===== src/design/stb_defines.vh =====
`ifndef STB_DEFINES_VH
`define STB_DEFINES_VH

// clock rate and timing
`define STB_CLK_HZ          40000000
`define STB_FILT_US         500
`define STB_FILT_CYC        ((`STB_FILT_US * (`STB_CLK_HZ / 1000000)) + 1)
`define STB_MISMATCH_MS     10000
`define STB_MISMATCH_CYC    (`STB_MISMATCH_MS * (`STB_CLK_HZ / 1000))
`define STB_MON_MS          8
`define STB_MON_CYC         (`STB_MON_MS * (`STB_CLK_HZ / 1000))
`define STB_SYNC_CYC        3

// register offsets
`define STB_REG_CTRL        8'h00
`define STB_REG_STATUS      8'h04
`define STB_REG_IRQ_STAT    8'h08
`define STB_REG_IRQ_MASK    8'h0C
`define STB_REG_DELAY       8'h10

// control fields
`define STB_CTRL_MODE_LSB   0
`define STB_CTRL_MODE_W     4
`define STB_CTRL_SVON_BIT   4
`define STB_CTRL_ALM_BIT    5
`define STB_CTRL_RST        8'h00
`define STB_DELAY_RST       16'h0000

// status fields
`define STB_ST_CH1_BIT      0
`define STB_ST_CH2_BIT      1
`define STB_ST_BLOCK_BIT    2
`define STB_ST_ESTOP_BIT    3
`define STB_ST_TERR_BIT     4
`define STB_ST_MON_BIT      5
`define STB_ST_DB_BIT       6

// interrupt bits
`define STB_IRQ_BLOCK_BIT   0
`define STB_IRQ_TERR_BIT    1
`define STB_IRQ_W           2

// display codes
`define STB_DISP_BLOCK      8'hBB
`define STB_DISP_RUN        8'h00
`define STB_DISP_IDLE       8'h01

`endif


===== src/design/stb_safe_torque.v =====
`timescale 1ns/100ps
`include "stb_defines.vh"

module stb_safe_torque #(
    parameter FILT_CYC     = `STB_FILT_CYC,
    parameter MISMATCH_CYC = `STB_MISMATCH_CYC,
    parameter DELAY_W      = 16
) (
    // clock and reset
    input  wire        mclk,
    input  wire        reset,
    // safety inputs, high means on (current flowing)
    input  wire        safety_input_ch1,
    input  wire        safety_input_ch2,
    // register port
    input  wire [7:0]  reg_addr,
    input  wire [31:0] reg_wdata,
    input  wire        reg_wr,
    input  wire        reg_rd,
    output reg  [31:0] reg_rdata,
    // side outputs
    output reg         brake_release_out,
    output reg         servo_alarm_out,
    output reg         external_fault_monitor_out,
    output reg         drive_enable_out,
    output reg         dyn_brake_out,
    output reg  [7:0]  display_code_out,
    output reg         irq_out
);

////////////////////////////////////////////////////////////////////////////////
localparam ST_RUN   = 3'b001;
localparam ST_DELAY = 3'b010;
localparam ST_OFF   = 3'b100;
localparam [31:0] FILT_LIM = FILT_CYC - 1;
localparam [31:0] MISM_LIM = MISMATCH_CYC - 1;
localparam [31:0] MISM_CAP = MISMATCH_CYC;

function sel_addr;
    input [7:0] a;
    input [7:0] b;
    begin
        sel_addr = (a == b);
    end
endfunction

////////////////////////////////////////////////////////////////////////////////
// input synchroniser and pulse filter per channel
wire [1:0] raw_in = {safety_input_ch2, safety_input_ch1};
wire [1:0] filt_on;

genvar g;
generate
    for (g = 0; g < 2; g = g + 1)
    begin : g_ch
        reg [`STB_SYNC_CYC-1:0] sync_r;
        reg [31:0]              cnt_r;
        reg                     on_r;
        always @(posedge mclk)
        begin
            if (reset)
            begin
                sync_r <= {`STB_SYNC_CYC{1'b1}};
                cnt_r  <= 32'h0000_0000;
                on_r   <= 1'b1;
            end
            else
            begin
                sync_r <= {sync_r[`STB_SYNC_CYC-2:0], raw_in[g]};
                if (sync_r[`STB_SYNC_CYC-1] == on_r)
                    cnt_r <= 32'h0000_0000;
                else if (cnt_r >= FILT_LIM)
                begin
                    on_r  <= sync_r[`STB_SYNC_CYC-1];
                    cnt_r <= 32'h0000_0000;
                end
                else
                    cnt_r <= cnt_r + 32'h0000_0001;
            end
        end
        assign filt_on[g] = on_r;
    end
endgenerate

wire block_req  = ~filt_on[0] | ~filt_on[1];
wire both_off   = ~filt_on[0] & ~filt_on[1];
wire mismatch   = filt_on[0] ^ filt_on[1];

////////////////////////////////////////////////////////////////////////////////
// registers
reg [7:0]         ctrl_r;
reg [DELAY_W-1:0] delay_r;
wire [1:0]        irq_stat;
reg [1:0]         irq_mask_r;
reg [2:0]         state_r;
reg [2:0]         state_nxt;
reg [DELAY_W-1:0] dcnt_r;
reg [31:0]        mcnt_r;
reg               terr_r;
reg               estop_r;
reg               block_d_r;

wire [3:0] stop_mode = ctrl_r[`STB_CTRL_MODE_LSB +: `STB_CTRL_MODE_W];
wire       servo_on  = ctrl_r[`STB_CTRL_SVON_BIT];
wire       use_db    = (stop_mode == 4'h0) | (stop_mode == 4'h1);
wire       wr_ctrl   = reg_wr & sel_addr(reg_addr, `STB_REG_CTRL);
wire       wr_stat   = reg_wr & sel_addr(reg_addr, `STB_REG_IRQ_STAT);
wire       wr_mask   = reg_wr & sel_addr(reg_addr, `STB_REG_IRQ_MASK);
wire       wr_delay  = reg_wr & sel_addr(reg_addr, `STB_REG_DELAY);
wire       block_on  = state_r == ST_OFF;
wire       block_rise = block_req & ~block_d_r;
wire       terr_set  = mismatch & (mcnt_r >= MISM_LIM);

////////////////////////////////////////////////////////////////////////////////
// servo state machine
always @*
begin
    state_nxt = state_r;
    case (state_r)
        ST_RUN:
            if (block_req)
                state_nxt = ST_OFF;
            else if (!servo_on)
                state_nxt = (delay_r == {DELAY_W{1'b0}}) ? ST_OFF : ST_DELAY;
        ST_DELAY:
            if (block_req)
                state_nxt = ST_OFF;
            else if (servo_on)
                state_nxt = ST_RUN;
            else if (dcnt_r >= delay_r - 1'b1)
                state_nxt = ST_OFF;
        ST_OFF:
            if (!block_req && servo_on && !block_d_r)
                state_nxt = ST_RUN;
        default:
            state_nxt = ST_OFF;
    endcase
end

always @(posedge mclk)
begin
    if (reset)
    begin
        state_r   <= ST_OFF;
        dcnt_r    <= {DELAY_W{1'b0}};
        block_d_r <= 1'b0;
    end
    else
    begin
        state_r   <= state_nxt;
        block_d_r <= block_req;
        dcnt_r    <= (state_r == ST_DELAY) ? dcnt_r + 1'b1 : {DELAY_W{1'b0}};
    end
end

////////////////////////////////////////////////////////////////////////////////
// software registers
always @(posedge mclk)
begin
    if (reset)
    begin
        ctrl_r     <= `STB_CTRL_RST;
        delay_r    <= `STB_DELAY_RST;
        irq_mask_r <= 2'h0;
    end
    else
    begin
        // a block request drops servo on, so restart needs a fresh write
        if (wr_ctrl)
            ctrl_r <= reg_wdata[7:0];
        else if (block_req)
            ctrl_r[`STB_CTRL_SVON_BIT] <= 1'b0;
        if (wr_delay)
            delay_r <= reg_wdata[DELAY_W-1:0];
        if (wr_mask)
            irq_mask_r <= reg_wdata[1:0];
    end
end

////////////////////////////////////////////////////////////////////////////////
// channel mismatch timer, timing error and emergency-stop flag
always @(posedge mclk)
begin
    if (reset)
    begin
        mcnt_r  <= 32'h0000_0000;
        terr_r  <= 1'b0;
        estop_r <= 1'b0;
    end
    else
    begin
        // saturates so a long mismatch cannot wrap and rearm
        if (mismatch)
            mcnt_r <= (mcnt_r < MISM_CAP) ? mcnt_r + 32'h0000_0001 : mcnt_r;
        else
            mcnt_r <= 32'h0000_0000;
        if (terr_set)
            terr_r <= 1'b1;
        else if (wr_ctrl && reg_wdata[`STB_CTRL_ALM_BIT])
            terr_r <= 1'b0;
        if (block_rise)
            estop_r <= 1'b1;
        else if (!block_req)
            estop_r <= 1'b0;
    end
end

////////////////////////////////////////////////////////////////////////////////
// sticky interrupt status, a set wins over a clear in the same cycle
wire [`STB_IRQ_W-1:0] irq_set;

assign irq_set[`STB_IRQ_BLOCK_BIT] = block_rise;
assign irq_set[`STB_IRQ_TERR_BIT]  = terr_set;

genvar k;
generate
    for (k = 0; k < `STB_IRQ_W; k = k + 1)
    begin : g_irq
        reg stat_r;
        always @(posedge mclk)
        begin
            if (reset)
                stat_r <= 1'b0;
            else if (irq_set[k])
                stat_r <= 1'b1;
            else if (wr_stat && reg_wdata[k])
                stat_r <= 1'b0;
        end
        assign irq_stat[k] = stat_r;
    end
endgenerate

////////////////////////////////////////////////////////////////////////////////
// side outputs
always @(posedge mclk)
begin
    if (reset)
    begin
        brake_release_out          <= 1'b0;
        servo_alarm_out            <= 1'b0;
        external_fault_monitor_out <= 1'b0;
        drive_enable_out           <= 1'b0;
        dyn_brake_out              <= 1'b0;
    end
    else
    begin
        brake_release_out <= (state_nxt != ST_OFF) & ~block_req;
        drive_enable_out  <= (state_nxt == ST_RUN) & ~block_req;
        dyn_brake_out     <= (state_nxt != ST_RUN) & use_db;
        servo_alarm_out   <= terr_r & ~block_req & ~block_on;
        external_fault_monitor_out <= both_off;
    end
end

always @(posedge mclk)
begin
    if (reset)
    begin
        display_code_out <= `STB_DISP_IDLE;
        irq_out          <= 1'b0;
    end
    else
    begin
        if (block_req | block_on & block_d_r)
            display_code_out <= `STB_DISP_BLOCK;
        else
            display_code_out <= (state_r == ST_RUN) ? `STB_DISP_RUN : `STB_DISP_IDLE;
        irq_out <= |(irq_stat & irq_mask_r);
    end
end

////////////////////////////////////////////////////////////////////////////////
// register read port, data stand for one cycle only
always @(posedge mclk)
begin
    if (reset)
        reg_rdata <= 32'h0000_0000;
    else if (reg_rd)
    begin
        case (reg_addr)
            `STB_REG_CTRL:     reg_rdata <= {24'h00_0000, ctrl_r};
            `STB_REG_STATUS:   reg_rdata <= {25'h000_0000, use_db,
                                   external_fault_monitor_out, terr_r, estop_r,
                                   block_on, filt_on[1], filt_on[0]};
            `STB_REG_IRQ_STAT: reg_rdata <= {30'h0000_0000, irq_stat};
            `STB_REG_IRQ_MASK: reg_rdata <= {30'h0000_0000, irq_mask_r};
            `STB_REG_DELAY:    reg_rdata <= {{(32-DELAY_W){1'b0}}, delay_r};
            default:           reg_rdata <= 32'h0000_0000;
        endcase
    end
    else
        reg_rdata <= 32'h0000_0000;
end

endmodule // stb_safe_torque


===== config.mk =====
export PLATFORM = sky130hd
export DESIGN_NAME = stb_safe_torque
export DESIGN_NICKNAME = d
export VERILOG_FILES = /design/src/design/stb_safe_torque.v
export VERILOG_INCLUDE_DIRS = /design/src /design/src/design
export SDC_FILE = /design/constraint.sdc
export NUM_CORES = 1
export LEC_CHECK = 0
export ABC_AREA = 1
export ABC_CLOCK_PERIOD_IN_PS = 3000
export BUFFER_PORTS_ARGS = -buffer_cell sky130_fd_sc_hd__buf_2
export CAP_MARGIN = 20
export CELL_PAD_IN_SITES_DETAIL_PLACEMENT = 1
export CELL_PAD_IN_SITES_GLOBAL_PLACEMENT = 1
export CORE_MARGIN = 2
export CORE_UTILIZATION = 43
export CTS_CLUSTER_SIZE = 8
export DETAILED_ROUTE_END_ITERATION = 10
export PLACE_DENSITY_LB_ADDON = 0.1
export SYNTH_ARGS = -nofsm -noshare
export SYNTH_HDL_FRONTEND = slang
export SYNTH_SLANG_ARGS = --single-unit

===== constraint.sdc =====
create_clock -name mclk -period 3 [get_ports mclk]
set_input_delay 0.45 -clock mclk [delete_from_list [all_inputs] [get_ports mclk]]
set_output_delay 0.45 -clock mclk [all_outputs]
set_load 0.1 [all_outputs]

After elaboration in Yosys (flattened, before gate mapping). Index checks and enable logic that the tools add are counted.

Flip-flop bits (word level): 200. Bits of input ports: 46. Output and inout bits: 46. Word-level logic and storage cells: 123.

$add $sub $neg: 5. Magnitude comparators: 5. Equal/unequal tests: 14. Mux-type cells: 21. Bitwise logic cells: 28. Reduce and logical (&&, ||, !) cells: 23.

Operator list (number): $add 32x1->32 const B (3); $pmux 16 s5 (1); $ge 32x15->1 const B (2); $ge 32x29->1 const B (1); $lt 32x29->1 const B (1); $mux 3 (7); $add 16x1->16 const B (1); $eq 8x4->1 const B (2); $ge 16x16->1 (1); $logic_not 16->1 (1); $sub 16x1->16 const B (1); $and 1x1->1 (13); $mux 1 (11); $not 1->1 (10); $reduce_or 2->1 (5); $pmux 3 s3 (1); $eq 8x3->1 const B (1); $eq 8x5->1 const B (1); $logic_not 8->1 (1); $mux 8 (1); $reduce_bool 2->1 (4); $eq 3x1->1 const B (2); $reduce_or 3->1 (2); $logic_and 1x1->1 (5); other kinds (13) (18).

Depth between registers and ports, before layout. Gate-level depths: netlist of the first run.

Depth after elaboration: 9. Depth in mapped cells: 18. Mapped depth without buffers: 18.

Least setup slack after synthesis of the first run. Ideal clock, no wire load.

Path type: register to register. Start: register delay_r[0]. End: register brake_release_out. Library setup time: 128 ps. Arrival time: 2109 ps. Data required time: 2872 ps. Slack: 763 ps. Cell stages (with the launch flop): 17. Clock period less this slack: 2237 ps. Path through: dfxtp_1 inv_1 ha_1 nand2_1 nor3_2 nand3_1 nor2_1 xor2_1 inv_1 ha_1 nand4_1 a21oi_1 nor2_1 nand3_1 nand2_1 nand3_1 nor2_1.

Longest elaborated chain between the ends: 8. Elaborated cells between the ends (all ways): 12. Classes of those cells: add/sub: 1; order compare: 1; eq/ne: 1; mux: 7; bitwise: 1; reduce/logical: 1.

RTL lines: start, declared (line stb_safe_torque.v:92) `reg [DELAY_W-1:0] delay_r;`; start signal, assigned (line stb_safe_torque.v:163) `` delay_r <= `STB_DELAY_RST; ``; start signal, assigned (line stb_safe_torque.v:174) `delay_r <= reg_wdata[DELAY_W-1:0];`; $sub 16x1->16 (line stb_safe_torque.v:130) `else if (dcnt_r >= delay_r - 1'b1)`; $ge 16x16->1 (line stb_safe_torque.v:130); $mux 3 (line stb_safe_torque.v:130); $mux 3 (line stb_safe_torque.v:128) `else if (servo_on)`; $mux 3 (line stb_safe_torque.v:126) `if (block_req)`; $pmux 3 s3 * (line stb_safe_torque.v:119) `case (state_r)`; $ne 3x3->1 * (line stb_safe_torque.v:247) `brake_release_out <= (state_nxt != ST_OFF) & ~block_req;`; $and 1x1->1 * (line stb_safe_torque.v:247); end signal, assigned (line stb_safe_torque.v:247); end, declared (line stb_safe_torque.v:22) `output reg brake_release_out,`.

Every way passes the cells marked *; elsewhere a longest branch is shown, timed or not. A chain may end at the register's enable or synchronous reset.

Worst setup path after layout of the first run.
Start: register delay_r[0]. End: register state_r[1].

Longest elaborated chain between the ends: 6. Elaborated cells between the ends (all ways): 10. Classes of those cells: add/sub: 1; order compare: 1; mux: 7; reduce/logical: 1.

RTL lines: $sub 16x1->16 (line stb_safe_torque.v:130); $ge 16x16->1 (line stb_safe_torque.v:130); $mux 3 (line stb_safe_torque.v:130); $mux 3 (line stb_safe_torque.v:128); $mux 3 (line stb_safe_torque.v:126); $pmux 3 s3 * (line stb_safe_torque.v:119); end signal, assigned (line stb_safe_torque.v:150) `state_r <= state_nxt;`; end, declared (line stb_safe_torque.v:95) `reg [2:0] state_r;`.

Marked as above.

==> results.md, run 1 <==
* Skew-Pair Late Insertion Delay at approximately 0.44 ns
* Initial antenna violation count at 3
* Post-DP HPWL at 15150 microns
* Critical setup path kind: register to register
* CTS tree: done
* Vias in the first global route at 7104
* Vias at 7192
* Final setup TNS at 0 ns
* Final Net Count at 1296
* Clk_skew at 0.01352 ns
* Post-Syn Area at 0.008382 sq mm
* Clk buf depth at 2
* CP bufs+invs at 2
* Routed length per instance at 13.58 microns
* Layout cells sized above 1 at 0.1374
* Syn Area/Cell at 7.391 sq um
* TritonCTS buffer count at 17
* Antenna viol nets, final at 0
* Clk root buf: clkbuf_16
* CTS H-tree depth at 4
* Chip height at 143.6 microns
* Overflow after GRT at 0
* DP Area at 0.008971 sq mm
* Peak supply drop at 374.7 uV
* Post-Route WL at 20430 microns
* Slowest cell on crit path: dfxtp_1
* Final setup fails at 0
* Slew headroom at 0.5426
* Sequential share of the synthesized area at 0.4251
* Full die area at roughly 0.021 sq mm
* Final Hold Fails at 0
* WP data arrival at 2.94 ns
* Max stage delay on crit path at about 0.33 ns
* Critical-path maximum fanout at 4
* Initial DRC Count at 274
* Count of input and output buffers at 57
* Unrepaired setup endpoints after global routing: false
* DRC viols at 0
* CP Capture Type: register
* Initial Util at 0.4349
* Post-layout min period at between 2 and 3 ns
* Status: finished, final reports clean
* Number of synthesized flops with an enable pin at 0
* Worst Max-Slew Pin Slew at 0.6809 ns
* FMAX at 380.7 MHz
* Yosys synthesis warning count at 0
* Final Wtd Congestion at 0.8717
* Power Density at between 500 and 600 mW/mm^2
* CTS Sinks at 178
* Area growth, synth to finish at 14.39%
* Period Utilization, post-route at 0.8756
* Crit start category: register
* Hold_buf cts at 0
* Req. time, crit path at 3.31 ns
* Cell mode on critical path: nand2_1
* Largest net degree at the start of global routing at 32
* Clk slew on worst S/H paths at 0.07 ns
* Drt first pass iters at 4
* CP Cell Sequence: inv_1, ha_1, nand2_1, nor3_4, nand3_2, nor2_1, xor2_1, inv_1, ha_1, nand4_1, a21oi_1, nor2_2, nand3_1, nand2_1, nand2_1, nor2_1
* Design Area, Final at ~0.0096 sq mm
* Crit path max-delay family: simple AND/OR/NAND/NOR gates
* Fillers at approximately 2.5k
* Worst Hold Class: primary input to register
* First-pass GRT wire length at 34140 microns
* Cells after Synth at 1134
* Top-Level Pins at 92
* Async S/R FF share, synth at 0
* Gr usage total at 0.2073
* Die X at 143.6 microns
* Leakage at 0.003975 uW
* Synth Flop Type: dfxtp_1
* Max Slew Vio Count at 0
* Yosys reg bits at 178
* Routed vias/inst at around 4.8
* Number of core rows at 51
* Netlist cell types at 49
* Core Region at around 0.019 sq mm
* Max Cap Viol at 0
sequential cells by signal, summed over array words and instances, names as in the netlist, 2 cells and up:
register          flops
mcnt_r               32
state_r               3
ctrl_r                8
dcnt_r               16
g_ch.cnt_r           64
g_irq.stat_r          2
display_code_out      2
g_ch.on_r             2
g_ch.sync_r           6
delay_r              16
irq_mask_r            2
reg_rdata            16
report_power, final:
part / leakage (uW) / internal, uW / switching, uW / total, uW
registers: 0.00145 / 2390 / 10.3 / 2400
clock network: 0.000292 / 1190 / 1050 / 2240
logic: 0.00223 / 36.1 / 187 / 223
what timing repair did:
| action | 4_1_cts | 5_1_grt |
|---|---|---|
| gates resized for setup | 0 | 4 |
| endpoints found under the setup margin | 0 | 3 |
| endpoints found under the hold margin | 0 | 0 |
| buffers inserted | 0 | 0 |
Yosys cell counts (all sizes together), types with 2 or more instances:
cell type,number,area (sq um)
a31oi,6,37.54
inv,138,518.0
ha,25,312.8
nand4,14,87.58
o21bai,2,18.77
clkinv,3,12.51
a211oi,6,45.04
nor4,3,25.02
nor2,164,655.6
o211ai,2,15.01
o31ai,2,15.01
dfxtp,178,3563
o21ai,41,205.2
nand3b,6,45.04
nor3,55,296.5
nand2,263,1041
xor2,32,280.3
or2,9,56.31
a21oi,71,437.9
nand3,50,260.3
o22ai,2,12.51
nor3b,4,35.03
clkbuf,6,22.52
buf,38,269.0
xnor2,10,87.58
per-stage QoR:
stage	cells	total power, uW	hold slack [ns]	setup WS, ns	util
after floorplan	1185	2648	0.3895	0.7633	-
after global placement	1471	2676	0.3949	0.3475	0.4655
after detailed placement	1471	2679	0.3975	0.2836	0.4655
after CTS	1502	4929	0.1820	0.2551	0.4964
after global routing	1502	5044	0.1866	0.02392	0.4973
final	1504	4865	0.1958	0.3733	0.4975
cell families (layout without fill, tap and decap cells):
kind of cell / count (synthesis) / after routing / synth area share
xor gates and xnor gates: 42 / 42 / 0.04389
buffers and inverters: 185 / 237 / 0.09807
DFF: 178 / 178 / 0.4251
and+or+nand+nor: 569 / 569 / 0.2993
adders and majority gates: 25 / 25 / 0.03732
AOI/OAI and AO/OA: 134 / 134 / 0.09584
other: 1 / 54 / 0.0004474
final timing paths:
kind | from | end | slack [ns] | depth (start not counted)
worst max register to register | delay_r[0] | state_r[1] | 0.37 | 16
worst max-delay path | delay_r[0] | state_r[1] | 0.37 | 16
worst min-delay path | safety_input_ch1 | g_ch[0].sync_r[0] | 0.20 | 2
worst min register to register | g_ch[0].sync_r[0] | g_ch[0].sync_r[1] | 0.41 | 1
layout make-up:
type,count,area [sq um],area share
inverter,141,530.5,0.05533
multi-input combinational,822,4204,0.4385
tap,265,331.6,0.03458
clock buffer,17,425.4,0.04437
antenna,2,5.005,0.0005220
clock inverter,14,170.2,0.01775
timing repair buffer,65,357.8,0.03732
sequential,178,3563,0.3717
worst register-to-register path: cells and delay by family (launching register included):
family | cells | cell delay [ns]
AO/OA/AOI/OAI | 1 | 0.17
flip-flops | 1 | 0.33
adder cells (fa/ha/maj) | 2 | 0.49
XOR/XNOR | 1 | 0.18
buffers and inverters | 2 | 0.19
AND/OR/NAND/NOR | 10 | 1.15
cells in the final DEF (no fill, tap or decap), types with 22 or more instances in the layout:
cell	count
buf_2	57
dfxtp_1	178
nand3_1	47
a21oi_1	49
xor2_1	32
nand2_1	249
nor2_1	152
nor3_1	52
inv_1	131
conb_1	52
ha_1	25
a21oi_2	22
o21ai_0	39
per-layer routing:
metal | wire (microns) | track usage
met2 | 9880 | 0.3639
met1 | 9556 | 0.2603
met3 | 711 | 0.03999
met4 | 269 | 0.05418
met5 | 13 | 0
Power figures use the tool's default switching activity.
==> run 2, diff against run 1 <==
--- a/config.mk
+++ b/config.mk
@@ -7,7 +7,7 @@
 export NUM_CORES = 1
 export LEC_CHECK = 0
 export ABC_AREA = 1
-export ABC_CLOCK_PERIOD_IN_PS = 3000
+export ABC_CLOCK_PERIOD_IN_PS = 2850
 export BUFFER_PORTS_ARGS = -buffer_cell sky130_fd_sc_hd__buf_2
 export CAP_MARGIN = 20
 export CELL_PAD_IN_SITES_DETAIL_PLACEMENT = 1
@@ -16,6 +16,7 @@
 export CORE_UTILIZATION = 43
 export CTS_CLUSTER_SIZE = 8
 export DETAILED_ROUTE_END_ITERATION = 10
+export GPL_ROUTABILITY_DRIVEN = 0
 export PLACE_DENSITY_LB_ADDON = 0.1
 export SYNTH_ARGS = -nofsm -noshare
 export SYNTH_HDL_FRONTEND = slang
==> constraint.sdc (replaced) <==
create_clock -name mclk -period 2.85 [get_ports mclk]
set_input_delay 0.4275 -clock mclk [delete_from_list [all_inputs] [get_ports mclk]]
set_output_delay 0.4275 -clock mclk [all_outputs]
set_load 0.1 [all_outputs]
==> results.md, run 2 (synthesized netlist as in run 1, its figures left out) <==
* Status: finished, final reports clean
* Max Slew Vio Count at 0
* Final Hold Fails at 0
* Final Net Count at 1297
* CTS Sinks at 178
* Die X at roughly 140 microns
* DRC viols at 0
* FMAX at 386.9 MHz
* Post-layout min period at 2.585 ns
* Largest net degree at the start of global routing at 32
* FF-to-FF End: brake_release_out
* CTS tree: done
* WP data arrival at 2.90 ns
* CP Capture Type: register
* DP Area at 0.008971 sq mm
* Drt first pass iters at 4
* R2R cell count at 16
* Clk buf depth at 2
* Full die area at roughly 0.021 sq mm
* Peak supply drop at 406.4 uV
* Core Region at between 0.015 and 0.02 sq mm
* Final setup TNS at 0 ns
* Vias in the first global route at 7118
* Routed length per instance at between 10 and 15 microns
* Routed vias/inst at roughly 4.8
* Worst Hold Class: primary input to register
* Vias at just over 7k
* Power Density at 534.1 mW/mm^2
* Area growth, synth to finish at 14.46%
* Post-DP HPWL at 15200 microns
* Area occupied by multi-input gates at 0.004202 sq mm
* Critical setup path kind: register to register
* Unrepaired setup endpoints after global routing: false
* Overflow after GRT at 0
* Max Cap Viol at 0
* Largest register FFs at 64
* Antenna viol nets, final at 0
* Leading cell type in the layout, fill and taps excluded: nand2_1
* Hold_sp: safety_input_ch1
* Register area at 0.003563 sq mm
* Clk root buf: clkbuf_16
* Layout cells sized above 1 at 0.1388
* Post-Route WL at 20270 microns
* Leading registers by flop count: g_ch.cnt_r (64), mcnt_r (32)
* Worst Max-Slew Pin Slew at 0.6563 ns
* Top-Level Pins at 92
* Initial Util at 0.4349
* TritonCTS buffer count at 17
* Worst Hold Path Cells at 2
* Design Area, Final at 0.009594 sq mm
* Period Utilization, post-route at 0.9069
* Initial DRC Count at about 260
* Leakage at 0.003973 uW
* Clk_skew at between 0.01 and 0.015 ns
* Skew-Pair Late Insertion Delay at 0.44 ns
* Count of input and output buffers at between 50 and 60
* Slew headroom at 0.5591
* RR Startpoint: delay_r[0]
* Final core utilization at 0.4979
* Critical-path maximum fanout at 4
* Worst hold endpoint: g_ch[0].sync_r[0]
* Final setup fails at 0
* Fillers at ~2.5k
* R2r setup slk at roughly 0.27 ns
* Commonest non-fill, non-tap cells in the layout: 249 x nand2_1, 178 x dfxtp_1, 151 x nor2_1, 131 x inv_1, 57 x buf_2
* CTS H-tree depth at 4
* Req. time, crit path at 3.16 ns
* Chip height at 143.6 microns
* Crit start category: register
* Initial antenna violation count at 3
* Gr usage total at 0.2061
* Clk slew on worst S/H paths at 0.07 ns
* Largest reg by FF count: g_ch.cnt_r
* First-pass GRT wire length at 33830 microns
* Critical path origin: delay_r[0]
* Number of core rows at a little over 50
run 2: how the worst max path moves through the flow:
stage / endpoint / slack (ns) / depth (start not counted)
floorplan: brake_release_out / 0.61 / 16
global placement: brake_release_out / 0.20 / 16
detailed placement: brake_release_out / 0.13 / 16
CTS: brake_release_out / 0.11 / 16
global route: brake_release_out / 0.01 / 16
finish: brake_release_out / 0.27 / 16
run 2: metal layers:
metal | global-route usage | vias up | routed length (microns)
met5 | 0 | - | 11
met2 | 0.3584 | 95 | 9894
met4 | 0.04799 | 2 | 158
li1 | - | 3720 | -
met1 | 0.2597 | 3334 | 9473
met3 | 0.04698 | 14 | 736
run 2: cell type report:
cell class	count	area share
well taps	265	0.03456
multi-input cells	822	0.4379
inverters	141	0.05529
flip-flops and latches	178	0.3714
repair buffers	66	0.03808
clock inverters	15	0.01787
clock buffers	17	0.04434
diodes	2	0.0005216
run 2: what timing repair did:
action	4_1_cts	5_1_grt
hold buffers	0	0
setup endpoints to repair	0	3
buffers inserted	0	1
gates resized for setup	0	4
run 2: power by group:
| group | switching, uW | leakage [uW] | total, uW | internal (uW) |
|---|---|---|---|---|
| registers | 10.5 | 0.00145 | 2530 | 2520 |
| clock network | 1110 | 0.000291 | 2360 | 1250 |
| logic | 196 | 0.00223 | 235 | 38.5 |
| total | 1320 | 0.00397 | 5120 | 3810 |
run 2: per-stage QoR:
step / power [uW] / std cells / hold slack (ns) / worst slack [ns]
after floorplan: 2788 / 1185 / 0.3895 / 0.6133
after global placement: 2816 / 1471 / 0.3947 / 0.2030
after detailed placement: 2820 / 1471 / 0.4032 / 0.1285
after CTS: 5193 / 1503 / 0.1548 / 0.1131
after global routing: 5323 / 1504 / 0.1557 / 0.01122
final: 5124 / 1506 / 0.1762 / 0.2653
run 2: worst max-delay path: stages, from the launching register on:
cell and delay [ns]:
dfxtp_1 0.34, inv_1 0.14, ha_1 0.20, nand2_1 0.15
nor3_4 0.18, nand3_1 0.15, nor2_1 0.14, xor2_1 0.15
inv_1 0.06, ha_1 0.28, nand4_1 0.12, a21oi_1 0.18
nor2_2 0.08, nand3_1 0.09, nand2_1 0.07, nand3_1 0.07
nor2_1 0.04
